==> src/hdl/cmb_params.svh <==
// constants of the can message buffer: offsets, fields, reset values
`ifndef CMB_PARAMS_SVH
`define CMB_PARAMS_SVH
// ----------------------------------------
// word offsets inside one buffer
// ----------------------------------------
`define CMB_OFS_STATUS_CTRL  6'h00
`define CMB_OFS_TIMESTAMP    6'h04
`define CMB_OFS_DATA_7_8     6'h08
`define CMB_OFS_DATA_5_6     6'h0c
`define CMB_OFS_DATA_3_4     6'h10
`define CMB_OFS_DATA_1_2     6'h14
`define CMB_OFS_IDENT_LOW    6'h18
`define CMB_OFS_IDENT_HIGH   6'h1c
`define CMB_OFS_CTRL         6'h20
`define CMB_OFS_ENGINE_STAT  6'h24
// ----------------------------------------
// field positions
// ----------------------------------------
`define CMB_DLC_MSB          15
`define CMB_DLC_LSB          12
`define CMB_HI_BASE_MSB      15
`define CMB_HI_BASE_LSB      5
`define CMB_HI_RTR_SRR       4
`define CMB_HI_IDE           3
`define CMB_HI_EXT_MSB       2
`define CMB_LO_RTR           0
`define CMB_CTRL_ORDER       0
`define CMB_MAX_BYTES        4'h8
`define CMB_CTRL_RESET       1'h0
`endif

==> src/hdl/cmb_pkg.sv <==
// types of the can message buffer
package cmb_pkg;
    // ----------------------------------------
    // frame header passed to and from the protocol engine
    // ----------------------------------------
    typedef struct packed {
        logic        ide;
        logic        srr;
        logic        rtr;
        logic [28:0] id;
        logic [3:0]  dlc;
    } cmb_hdr_t;

    typedef enum logic [3:0] {
        ST_IDLE    = 4'b0000,
        ST_TX_HI   = 4'b0001,
        ST_TX_LO   = 4'b0010,
        ST_TX_ST   = 4'b0011,
        ST_TX_HDR  = 4'b0100,
        ST_TX_RD   = 4'b0101,
        ST_TX_WAIT = 4'b0110,
        ST_TX_BYTE = 4'b0111,
        ST_RX_HI   = 4'b1000,
        ST_RX_LO   = 4'b1001,
        ST_RX_DATA = 4'b1010,
        ST_RX_STRD = 4'b1011,
        ST_RX_STWR = 4'b1100
    } cmb_state_t;
endpackage

==> src/hdl/cmb_buffer.sv <==
// can message buffer object: register port, transmit and receive packing
`timescale 1ns/100ps
`default_nettype none
`include "cmb_params.svh"
module cmb_buffer (
    // clock and reset
    input  wire logic              sys_clk_in,
    input  wire logic              rst_in,
    // register port
    input  wire logic [5:0]        reg_addr_in,
    input  wire logic [15:0]       reg_wdata_in,
    input  wire logic              reg_wr_in,
    input  wire logic              reg_rd_in,
    output logic      [15:0]       reg_rdata_out,
    // transmit side toward the protocol engine
    input  wire logic              tx_start_in,
    output cmb_pkg::cmb_hdr_t      tx_hdr_out,
    output logic                   tx_hdr_valid_out,
    output logic      [7:0]        tx_byte_out,
    output logic                   tx_byte_valid_out,
    input  wire logic              tx_byte_ready_in,
    output logic                   tx_done_out,
    // receive side from the protocol engine
    input  wire cmb_pkg::cmb_hdr_t rx_hdr_in,
    input  wire logic              rx_hdr_valid_in,
    output logic                   rx_hdr_ready_out,
    input  wire logic [7:0]        rx_byte_in,
    input  wire logic              rx_byte_valid_in,
    output logic                   rx_byte_ready_out,
    output logic                   rx_done_out,
    // status
    output logic                   busy_out
);
    // ----------------------------------------
    // state
    // ----------------------------------------
    cmb_pkg::cmb_state_t state_q;
    cmb_pkg::cmb_hdr_t   hdr_q;
    logic                order_q;
    logic [15:0]         hi_q;
    logic [15:0]         lo_q;
    logic [3:0]          cnt_q;
    logic [3:0]          nbytes_q;
    logic [7:0]          hold_q;
    logic                rd_pend_q;
    logic [15:0]         a_data;
    logic [15:0]         b_data;
    logic [2:0]          b_idx;
    logic                e_wr;
    logic [2:0]          e_idx;
    logic [15:0]         e_data;
    logic                mem_wr;
    logic [2:0]          mem_idx;
    logic [15:0]         mem_data;
    logic [2:0]          byte_word;
    logic                byte_high;
    logic                rx_take;
    logic                rx_last;

    // ----------------------------------------
    // helpers
    // ----------------------------------------
    // lengths past eight are clamped so at most eight bytes ever move
    function automatic logic [3:0] clamp8(input logic [3:0] dlc);
        clamp8 = (dlc >= `CMB_MAX_BYTES) ? `CMB_MAX_BYTES : dlc;
    endfunction

    // byte k lands in word 5-k/2 high first, or word 2+k/2 low first
    always_comb begin
        if (!order_q) begin
            byte_word = 3'(3'h5 - cnt_q[3:1]);
            byte_high = ~cnt_q[0];
        end else begin
            byte_word = 3'(3'h2 + cnt_q[3:1]);
            byte_high = cnt_q[0];
        end
    end

    assign busy_out          = (state_q != cmb_pkg::ST_IDLE);
    assign rx_hdr_ready_out  = (state_q == cmb_pkg::ST_IDLE);
    assign rx_byte_ready_out = (state_q == cmb_pkg::ST_RX_DATA) && !reg_wr_in;
    assign rx_take           = rx_byte_valid_in && rx_byte_ready_out;
    assign rx_last           = (4'(cnt_q + 4'h1) == nbytes_q);
    assign tx_byte_valid_out = (state_q == cmb_pkg::ST_TX_BYTE);

    // ----------------------------------------
    // memory and write arbitration
    // ----------------------------------------
    // software writes win; the engine only writes while its ready is low-safe
    assign mem_wr   = reg_wr_in ? !reg_addr_in[5] : e_wr;
    assign mem_idx  = reg_wr_in ? reg_addr_in[4:2] : e_idx;
    assign mem_data = reg_wr_in ? reg_wdata_in : e_data;

    cmb_mem #(
        .WIDTH(16),
        .DEPTH(8)
    ) u_mem (
        .sys_clk_in(sys_clk_in),
        .rst_in    (rst_in),
        .wr_en_in  (mem_wr),
        .wr_idx_in (mem_idx),
        .wr_data_in(mem_data),
        .a_idx_in  (reg_addr_in[4:2]),
        .a_data_out(a_data),
        .b_idx_in  (b_idx),
        .b_data_out(b_data)
    );

    // engine read and write requests per state
    always_comb begin
        b_idx  = 3'h0;
        e_wr   = 1'b0;
        e_idx  = 3'h0;
        e_data = 16'h0000;
        unique case (state_q)
            cmb_pkg::ST_TX_HI: b_idx = 3'(`CMB_OFS_IDENT_HIGH >> 2);
            cmb_pkg::ST_TX_LO: b_idx = 3'(`CMB_OFS_IDENT_LOW >> 2);
            cmb_pkg::ST_TX_ST, cmb_pkg::ST_RX_STRD: b_idx = 3'(`CMB_OFS_STATUS_CTRL >> 2);
            cmb_pkg::ST_TX_RD: b_idx = byte_word;
            cmb_pkg::ST_RX_HI: begin
                e_wr  = !reg_wr_in;
                e_idx = 3'(`CMB_OFS_IDENT_HIGH >> 2);
                if (hdr_q.ide) begin
                    // substitute bit written as sampled, never forced
                    e_data = {hdr_q.id[28:18], hdr_q.srr, 1'b1, hdr_q.id[17:15]};
                end else begin
                    e_data = {hdr_q.id[28:18], hdr_q.rtr, 1'b0, 3'h0};
                end
            end
            cmb_pkg::ST_RX_LO: begin
                e_wr   = !reg_wr_in;
                e_idx  = 3'(`CMB_OFS_IDENT_LOW >> 2);
                e_data = {hdr_q.id[14:0], hdr_q.rtr};
            end
            cmb_pkg::ST_RX_DATA: begin
                // pairs are written whole; an odd last byte fills its partner with zero
                e_wr  = rx_take && (cnt_q[0] || rx_last);
                e_idx = byte_word;
                if (cnt_q[0]) begin
                    e_data = byte_high ? {rx_byte_in, hold_q} : {hold_q, rx_byte_in};
                end else begin
                    e_data = byte_high ? {rx_byte_in, 8'h00} : {8'h00, rx_byte_in};
                end
            end
            cmb_pkg::ST_RX_STWR: begin
                e_wr   = !reg_wr_in;
                e_idx  = 3'(`CMB_OFS_STATUS_CTRL >> 2);
                e_data = {hdr_q.dlc, hi_q[11:0]};
            end
            default: b_idx = 3'h0;
        endcase
    end

    // ----------------------------------------
    // register port
    // ----------------------------------------
    always_ff @(posedge sys_clk_in or posedge rst_in) begin
        if (rst_in) begin
            order_q <= `CMB_CTRL_RESET;
        end else if (reg_wr_in && reg_addr_in == `CMB_OFS_CTRL) begin
            order_q <= reg_wdata_in[`CMB_CTRL_ORDER];
        end
    end

    always_ff @(posedge sys_clk_in or posedge rst_in) begin
        if (rst_in) begin
            rd_pend_q <= 1'b0;
            hold_q    <= 8'h00;
        end else begin
            rd_pend_q <= reg_rd_in;
            if (rx_take && !cnt_q[0]) begin
                hold_q <= rx_byte_in;
            end
        end
    end

    // read data only in the cycle after the strobe; unmapped reads give zero
    logic [5:0] rd_addr_q;
    always_ff @(posedge sys_clk_in or posedge rst_in) begin
        if (rst_in) begin
            rd_addr_q <= 6'h00;
        end else begin
            rd_addr_q <= reg_addr_in;
        end
    end

    always_comb begin
        reg_rdata_out = 16'h0000;
        if (rd_pend_q) begin
            if (!rd_addr_q[5]) begin
                reg_rdata_out = a_data;
            end else if (rd_addr_q == `CMB_OFS_CTRL) begin
                reg_rdata_out = {15'h0000, order_q};
            end else if (rd_addr_q == `CMB_OFS_ENGINE_STAT) begin
                reg_rdata_out = {11'h000, busy_out, state_q};
            end
        end
    end

    // ----------------------------------------
    // sequencer
    // ----------------------------------------
    always_ff @(posedge sys_clk_in or posedge rst_in) begin
        if (rst_in) begin
            state_q          <= cmb_pkg::ST_IDLE;
            hdr_q            <= '0;
            hi_q             <= 16'h0000;
            lo_q             <= 16'h0000;
            cnt_q            <= 4'h0;
            nbytes_q         <= 4'h0;
            tx_hdr_out       <= '0;
            tx_hdr_valid_out <= 1'b0;
            tx_byte_out      <= 8'h00;
            tx_done_out      <= 1'b0;
            rx_done_out      <= 1'b0;
        end else begin
            tx_hdr_valid_out <= 1'b0;
            tx_done_out      <= 1'b0;
            rx_done_out      <= 1'b0;
            unique case (state_q)
                cmb_pkg::ST_IDLE: begin
                    cnt_q <= 4'h0;
                    if (rx_hdr_valid_in) begin
                        hdr_q    <= rx_hdr_in;
                        // remote frames store no data bytes
                        nbytes_q <= rx_hdr_in.rtr ? 4'h0 : clamp8(rx_hdr_in.dlc);
                        state_q  <= cmb_pkg::ST_RX_HI;
                    end else if (tx_start_in) begin
                        state_q <= cmb_pkg::ST_TX_HI;
                    end
                end
                cmb_pkg::ST_TX_HI: state_q <= cmb_pkg::ST_TX_LO;
                cmb_pkg::ST_TX_LO: begin
                    hi_q    <= b_data;
                    state_q <= cmb_pkg::ST_TX_ST;
                end
                cmb_pkg::ST_TX_ST: begin
                    lo_q    <= b_data;
                    state_q <= cmb_pkg::ST_TX_HDR;
                end
                cmb_pkg::ST_TX_HDR: begin
                    tx_hdr_out.ide <= hi_q[`CMB_HI_IDE];
                    tx_hdr_out.dlc <= b_data[`CMB_DLC_MSB:`CMB_DLC_LSB];
                    if (hi_q[`CMB_HI_IDE]) begin
                        // srr passed through untouched: software owns it
                        tx_hdr_out.srr <= hi_q[`CMB_HI_RTR_SRR];
                        tx_hdr_out.rtr <= lo_q[`CMB_LO_RTR];
                        tx_hdr_out.id  <= {hi_q[15:5], hi_q[2:0], lo_q[15:1]};
                    end else begin
                        tx_hdr_out.srr <= 1'b0;
                        tx_hdr_out.rtr <= hi_q[`CMB_HI_RTR_SRR];
                        tx_hdr_out.id  <= {hi_q[15:5], 18'h0_0000};
                    end
                    nbytes_q <= (hi_q[`CMB_HI_IDE] ? lo_q[`CMB_LO_RTR] : hi_q[`CMB_HI_RTR_SRR])
                                ? 4'h0 : clamp8(b_data[`CMB_DLC_MSB:`CMB_DLC_LSB]);
                    hi_q             <= b_data;
                    tx_hdr_valid_out <= 1'b1;
                    state_q          <= cmb_pkg::ST_TX_RD;
                end
                cmb_pkg::ST_TX_RD: begin
                    if (cnt_q == nbytes_q) begin
                        tx_done_out <= 1'b1;
                        state_q     <= cmb_pkg::ST_IDLE;
                    end else begin
                        state_q <= cmb_pkg::ST_TX_WAIT;
                    end
                end
                cmb_pkg::ST_TX_WAIT: begin
                    tx_byte_out <= byte_high ? b_data[15:8] : b_data[7:0];
                    state_q     <= cmb_pkg::ST_TX_BYTE;
                end
                cmb_pkg::ST_TX_BYTE: begin
                    if (tx_byte_ready_in) begin
                        cnt_q   <= 4'(cnt_q + 4'h1);
                        state_q <= cmb_pkg::ST_TX_RD;
                    end
                end
                cmb_pkg::ST_RX_HI: begin
                    if (!reg_wr_in) begin
                        state_q <= hdr_q.ide ? cmb_pkg::ST_RX_LO : cmb_pkg::ST_RX_DATA;
                    end
                end
                cmb_pkg::ST_RX_LO: begin
                    if (!reg_wr_in) begin
                        state_q <= cmb_pkg::ST_RX_DATA;
                    end
                end
                cmb_pkg::ST_RX_DATA: begin
                    if (nbytes_q == 4'h0) begin
                        state_q <= cmb_pkg::ST_RX_STRD;
                    end else if (rx_take) begin
                        cnt_q <= 4'(cnt_q + 4'h1);
                        if (rx_last) begin
                            state_q <= cmb_pkg::ST_RX_STRD;
                        end
                    end
                end
                cmb_pkg::ST_RX_STRD: state_q <= cmb_pkg::ST_RX_STWR;
                cmb_pkg::ST_RX_STWR: begin
                    if (!reg_wr_in) begin
                        rx_done_out <= 1'b1;
                        state_q     <= cmb_pkg::ST_IDLE;
                    end else begin
                        state_q <= cmb_pkg::ST_RX_STRD;
                    end
                end
                default: state_q <= cmb_pkg::ST_IDLE;
            endcase
            if (state_q == cmb_pkg::ST_RX_STRD) begin
                hi_q <= 16'h0000;
            end
            if (state_q == cmb_pkg::ST_RX_STWR || state_q == cmb_pkg::ST_RX_STRD) begin
                hi_q <= b_data;
            end
        end
    end

    // ----------------------------------------
    // checks
    // ----------------------------------------
    logic [3:0] sent_q;
    always_ff @(posedge sys_clk_in or posedge rst_in) begin
        if (rst_in) begin
            sent_q <= 4'h0;
        end else if (tx_hdr_valid_out) begin
            sent_q <= 4'h0;
        end else if (tx_byte_valid_out && tx_byte_ready_in) begin
            sent_q <= 4'(sent_q + 4'h1);
        end
    end
endmodule // cmb_buffer
`default_nettype wire

==> src/hdl/cmb_mem.sv <==
// eight-word buffer memory, two registered read ports, one write port
`timescale 1ns/100ps
`default_nettype none
module cmb_mem #(
    parameter int WIDTH = 16,
    parameter int DEPTH = 8
) (
    // clock and reset
    input  wire logic                     sys_clk_in,
    input  wire logic                     rst_in,
    // write port
    input  wire logic                     wr_en_in,
    input  wire logic [$clog2(DEPTH)-1:0] wr_idx_in,
    input  wire logic [WIDTH-1:0]         wr_data_in,
    // read ports
    input  wire logic [$clog2(DEPTH)-1:0] a_idx_in,
    output logic      [WIDTH-1:0]         a_data_out,
    input  wire logic [$clog2(DEPTH)-1:0] b_idx_in,
    output logic      [WIDTH-1:0]         b_data_out
);
    logic [WIDTH-1:0] mem_q [DEPTH];

    if (DEPTH < 2 || WIDTH < 1) begin : g_chk
        $error("cmb_mem: unsupported geometry");
    end

    always_ff @(posedge sys_clk_in) begin
        if (wr_en_in) begin
            mem_q[wr_idx_in] <= wr_data_in;
        end
    end

    always_ff @(posedge sys_clk_in or posedge rst_in) begin
        if (rst_in) begin
            a_data_out <= '0;
            b_data_out <= '0;
        end else begin
            a_data_out <= mem_q[a_idx_in];
            b_data_out <= mem_q[b_idx_in];
        end
    end
endmodule // cmb_mem
`default_nettype wire

==> config.mk <==
export PLATFORM = sky130hd
export DESIGN_NAME = cmb_buffer
export DESIGN_NICKNAME = d
export VERILOG_FILES = /design/src/hdl/cmb_pkg.sv /design/src/hdl/cmb_buffer.sv /design/src/hdl/cmb_mem.sv
export VERILOG_INCLUDE_DIRS = /design/src /design/src/hdl
export SDC_FILE = /design/constraint.sdc
export NUM_CORES = 1
export LEC_CHECK = 0
export BUFFER_PORTS_ARGS = -buffer_cell sky130_fd_sc_hd__buf_2
export CAP_MARGIN = 10
export CORE_ASPECT_RATIO = 0.7
export CORE_MARGIN = 2
export CORE_UTILIZATION = 45
export DETAILED_ROUTE_END_ITERATION = 16
export PLACE_DENSITY = 0.72
export SKIP_LAST_GASP = 1
export SYNTH_ARGS = -nofsm -noshare
export SYNTH_HDL_FRONTEND = slang
export SYNTH_SLANG_ARGS = --single-unit
==> constraint.sdc <==
create_clock -name sys_clk_in -period 10.25 [get_ports sys_clk_in]
set_input_delay 0.5125 -clock sys_clk_in [delete_from_list [all_inputs] [get_ports sys_clk_in]]
set_output_delay 0.5125 -clock sys_clk_in [all_outputs]
set_load 0.05 [all_outputs]
==> impl_metrics.yaml <==
status:
  status: "finished, final reports clean"
worst_setup_path:
  crit_required_ns: 10.43
  critPathKind: "register to register"
  end_kind: "register"
  crit_slowest_cell: "dfrtp_1"
  slowest_delay_ns: 1.04
  crit_family: "simple AND/OR/NAND/NOR gates"
  path_cells: "ha_1 -> xor3_1 -> nor3_1 -> a21o_1 -> nand2_1 -> nor2_2"
  worstPathArrival_ns: 3.70
  path_max_fanout: 30
  startpoint_type: "register"
  cp.buffers_inverters: 0
synthesis:
  ys_types: 74
  synth_edf_count: 128
  synth-warning-count: 0
  synth_area_mm2: 0.01390
  synth_top_area_cell: "dfrtp_1"
  synth-seq-area-share_pct: 59.15
  synth_adder_area_share_pct: 0.09000
  synth_xor_area_share_pct: 1.026
  yosys-top-cells-area: "dfrtp_1 32%, edfxtp_1 28%, mux2_2 8.6%, mux2i_1 8.1%, mux4_2 5.2%"
  synth_compound_area_share_pct: 6.471
  synth_seq_cells: 303
  synth_mux_area_share_pct: 22.24
  synth_async_sr_flop_share_pct: 57.76
  synth_most_common_cell: "dfrtp_1"
  yosysTopAreaCellShare_pct: 31.50
  avgSynthCellArea_um2: 13.72
  syn_nets: 1088
  dominantRegCellSynth: "dfrtp_1"
  syn_inst: 1013
  netlist_top_cells_count: "175 x dfrtp_1, 128 x edfxtp_1, 114 x nand2_1, 112 x mux2i_1, 106 x mux2_2"
  synth-simple-area-share_pct: 8.145
  synth_top_family_by_area: "multiplexers"
layout:
  seq_area_mm2: 0.008223
  nFillCells: 2573
  multi_input_comb_area_mm2: 0.005310
  fin_area_mm2: 0.01580
  drive_above_1_share_pct: 31.40
  area_delta_synth_final_pct: 13.62
  antenna_cells: 0
  finalNetCount: 1207
grt:
  antenna_found_initial: 0
  grt_max_degree: 81
  grt_remaining_overflow: 0
  groute.usage.overall_pct: 22.64
  grt_first_pass_wirelength_um: 55430
  grt_pass1_vias: 9068
floorplan:
  die_w_um: 214.1
  io_pins: 141
  die_h_um: 151.1
  core_area_mm2: 0.03024
  dieArea_mm2: 0.03234
  rows: 53
  start_util_pct: 45.97
cts:
  clockRootBuffer: "clkbuf_16"
  ctsResizeCount: 0
  cts_sinks: 303
  h-tree-depth: 1
  cts_tree: "done"
  cts_setup_buffers: 0
  clk_transition_reported_paths_ns: 0.06
  clockBufferDepth: 3
  cts_buffers: 27
  clock_latency_ns: 0.57
timing:
  holdWs_ns: 0.05008
  setup_tns_ns: 0
  worst_slack_ns: 6.738
  hold_viol: 0
  finalCritPeriodShare_pct: 34.27
  setup_viol: 0
  clock_skew_ns: 0.01155
  fin_crit_ns: 3.512
  maxSlewViolCount: 0
  clock.fmax_mhz: 284.7
  relSlewSlack_pct: 16.18
  rsz0062_at_grt: "no"
  tightest_slew_ns: 1.257
power_and_ir_drop:
  leakagePower_uw: 0.006535
  p_per_area_mw_per_mm2: 292.6
  vdd_drop_max_mv: 0.1669
drt:
  first_iter_violations: 941
  dr.pass1.iters: 5
  vias: 8985
  drc: 0
  wl_um: 36010
  antenna_left: 0
  wl_per_cell_um: 23.01
  via_per_inst: 5.741
place:
  gp_congestion: 0.9126
  preCtsSetupSlack_ns: 6.766
  hpwl_um: 25020
  port_buffers: 140
  placed_cell_area_mm2: 0.01491
worst_hold_path:
  hold_class: "primary input to register"
run:
  drv_cap: 0
-- worst reg2reg max path: stages (launching register included) --
cell and delay, ns:
dfrtp_1 1.04, ha_1 0.34, xor3_1 0.41, nor3_1 0.22, a21o_1 0.19, nand2_1 0.14
nor2_2 0.78
-- state kept, by name (all words and copies together) (netlist names) --
register / flops
tx_byte_out: 8
hold_q: 8
order_q: 1
rd_pend_q: 1
rd_addr_q: 6
u_mem.mem_q: 128
tx_done_out: 1
cnt_q: 4
state_q: 4
tx_hdr_out: 36
u_mem.b_data_out: 16
rx_done_out: 1
hi_q: 16
hdr_q: 36
lo_q: 16
tx_hdr_valid_out: 1
u_mem.a_data_out: 16
nbytes_q: 4
-- area by class of cell --
class / instances / share of cell area [%]
multi-input cells: 632 / 33.62
clock buffers: 41 / 4.998
repair buffers: 156 / 5.212
flip-flops and latches: 303 / 52.06
clock inverters: 9 / 0.5307
well taps: 412 / 3.264
inverters: 12 / 0.3169
-- report_power, final --
group / switching, uW / total [uW] / leakage (uW) / internal [uW]
Sequential: 322 / 1930 / 0.00330 / 1600
Clock: 448 / 1010 / 0.000439 / 559
Combinational: 1030 / 1690 / 0.00280 / 664
-- cells by family (layout without fill, tap and decap cells) --
family                     count (synthesis)  in the layout
adders and majority gates                  1              1
AOI/OAI and AO/OA                        125            125
buffers and inverters                     78            218
xor gates and xnor gates                  12             12
DFF                                      303            303
and+or+nand+nor                          239            239
muxes                                    255            255
-- final timing paths --
check                                              end  slack, ns  depth (start not counted)                 startpoint
max                        u_mem.mem_q[7][5]$_DFFE_PP_       6.74                          6       cnt_q[0]$_DFFE_PP0P_
min in group asynchronous   tx_hdr_out[15]$_DFFE_PP0P_       0.53                          3                     rst_in
max reg2reg                u_mem.mem_q[7][5]$_DFFE_PP_       6.74                          6       cnt_q[0]$_DFFE_PP0P_
min reg2reg                  tx_hdr_out[7]$_DFFE_PP0P_       0.47                          2  tx_hdr_out[7]$_DFFE_PP0P_
min                                rd_pend_q$_DFF_PP0_       0.05                          1                  reg_rd_in
max in group asynchronous       rd_addr_q[3]$_DFF_PP0_       7.76                          5                     rst_in
-- placed cells by master, fill, tap and decap left out, types with 6 or more instances in the layout --
master,Yosys,final
dfrtp_1,175,175
buf_2,23,140
edfxtp_1,128,128
nand2_1,114,114
mux2i_1,112,112
mux2_2,106,106
nor2_1,39,35
mux4_2,32,32
clkbuf_16,0,27
nand3_1,24,24
o21ai_0,23,23
a21oi_1,20,20
buf_4,7,15
a22o_1,13,13
a31oi_1,13,13
and2_1,13,13
a222oi_1,12,12
inv_1,11,10
nand2b_1,8,8
nor3_1,7,7
xnor2_1,6,6
clkbuf_1,26,6
clkinv_2,0,6
-- per-layer routing --
layer  global-route usage (%)  up-vias  share of wire (%)
li1                         -     4004                  -
met1                    33.57     4547                 45
met2                    33.73      376                 44
met3                    5.462       58                8.5
met4                    5.451        0                2.3
met5                        0        -                  0
-- through the flow --
| step | utilization (%) | cells | power, uW |
|---|---|---|---|
| floorplan | - | 1013 | 3194 |
| detailed placement | 49.31 | 1514 | 3613 |
| CTS | 52.23 | 1565 | 4625 |
| finish | 52.23 | 1565 | 4621 |
| global placement | 49.31 | 1514 | 3572 |
| global route | 52.23 | 1565 | 4841 |
-- repair_timing --
action / CTS / global route
setup endpoints to repair: 0 / 0
hold endpoints to repair: 45 / 0
hold buffers: 1 / 0
No activity file was read; power rests on OpenSTA's default activity.
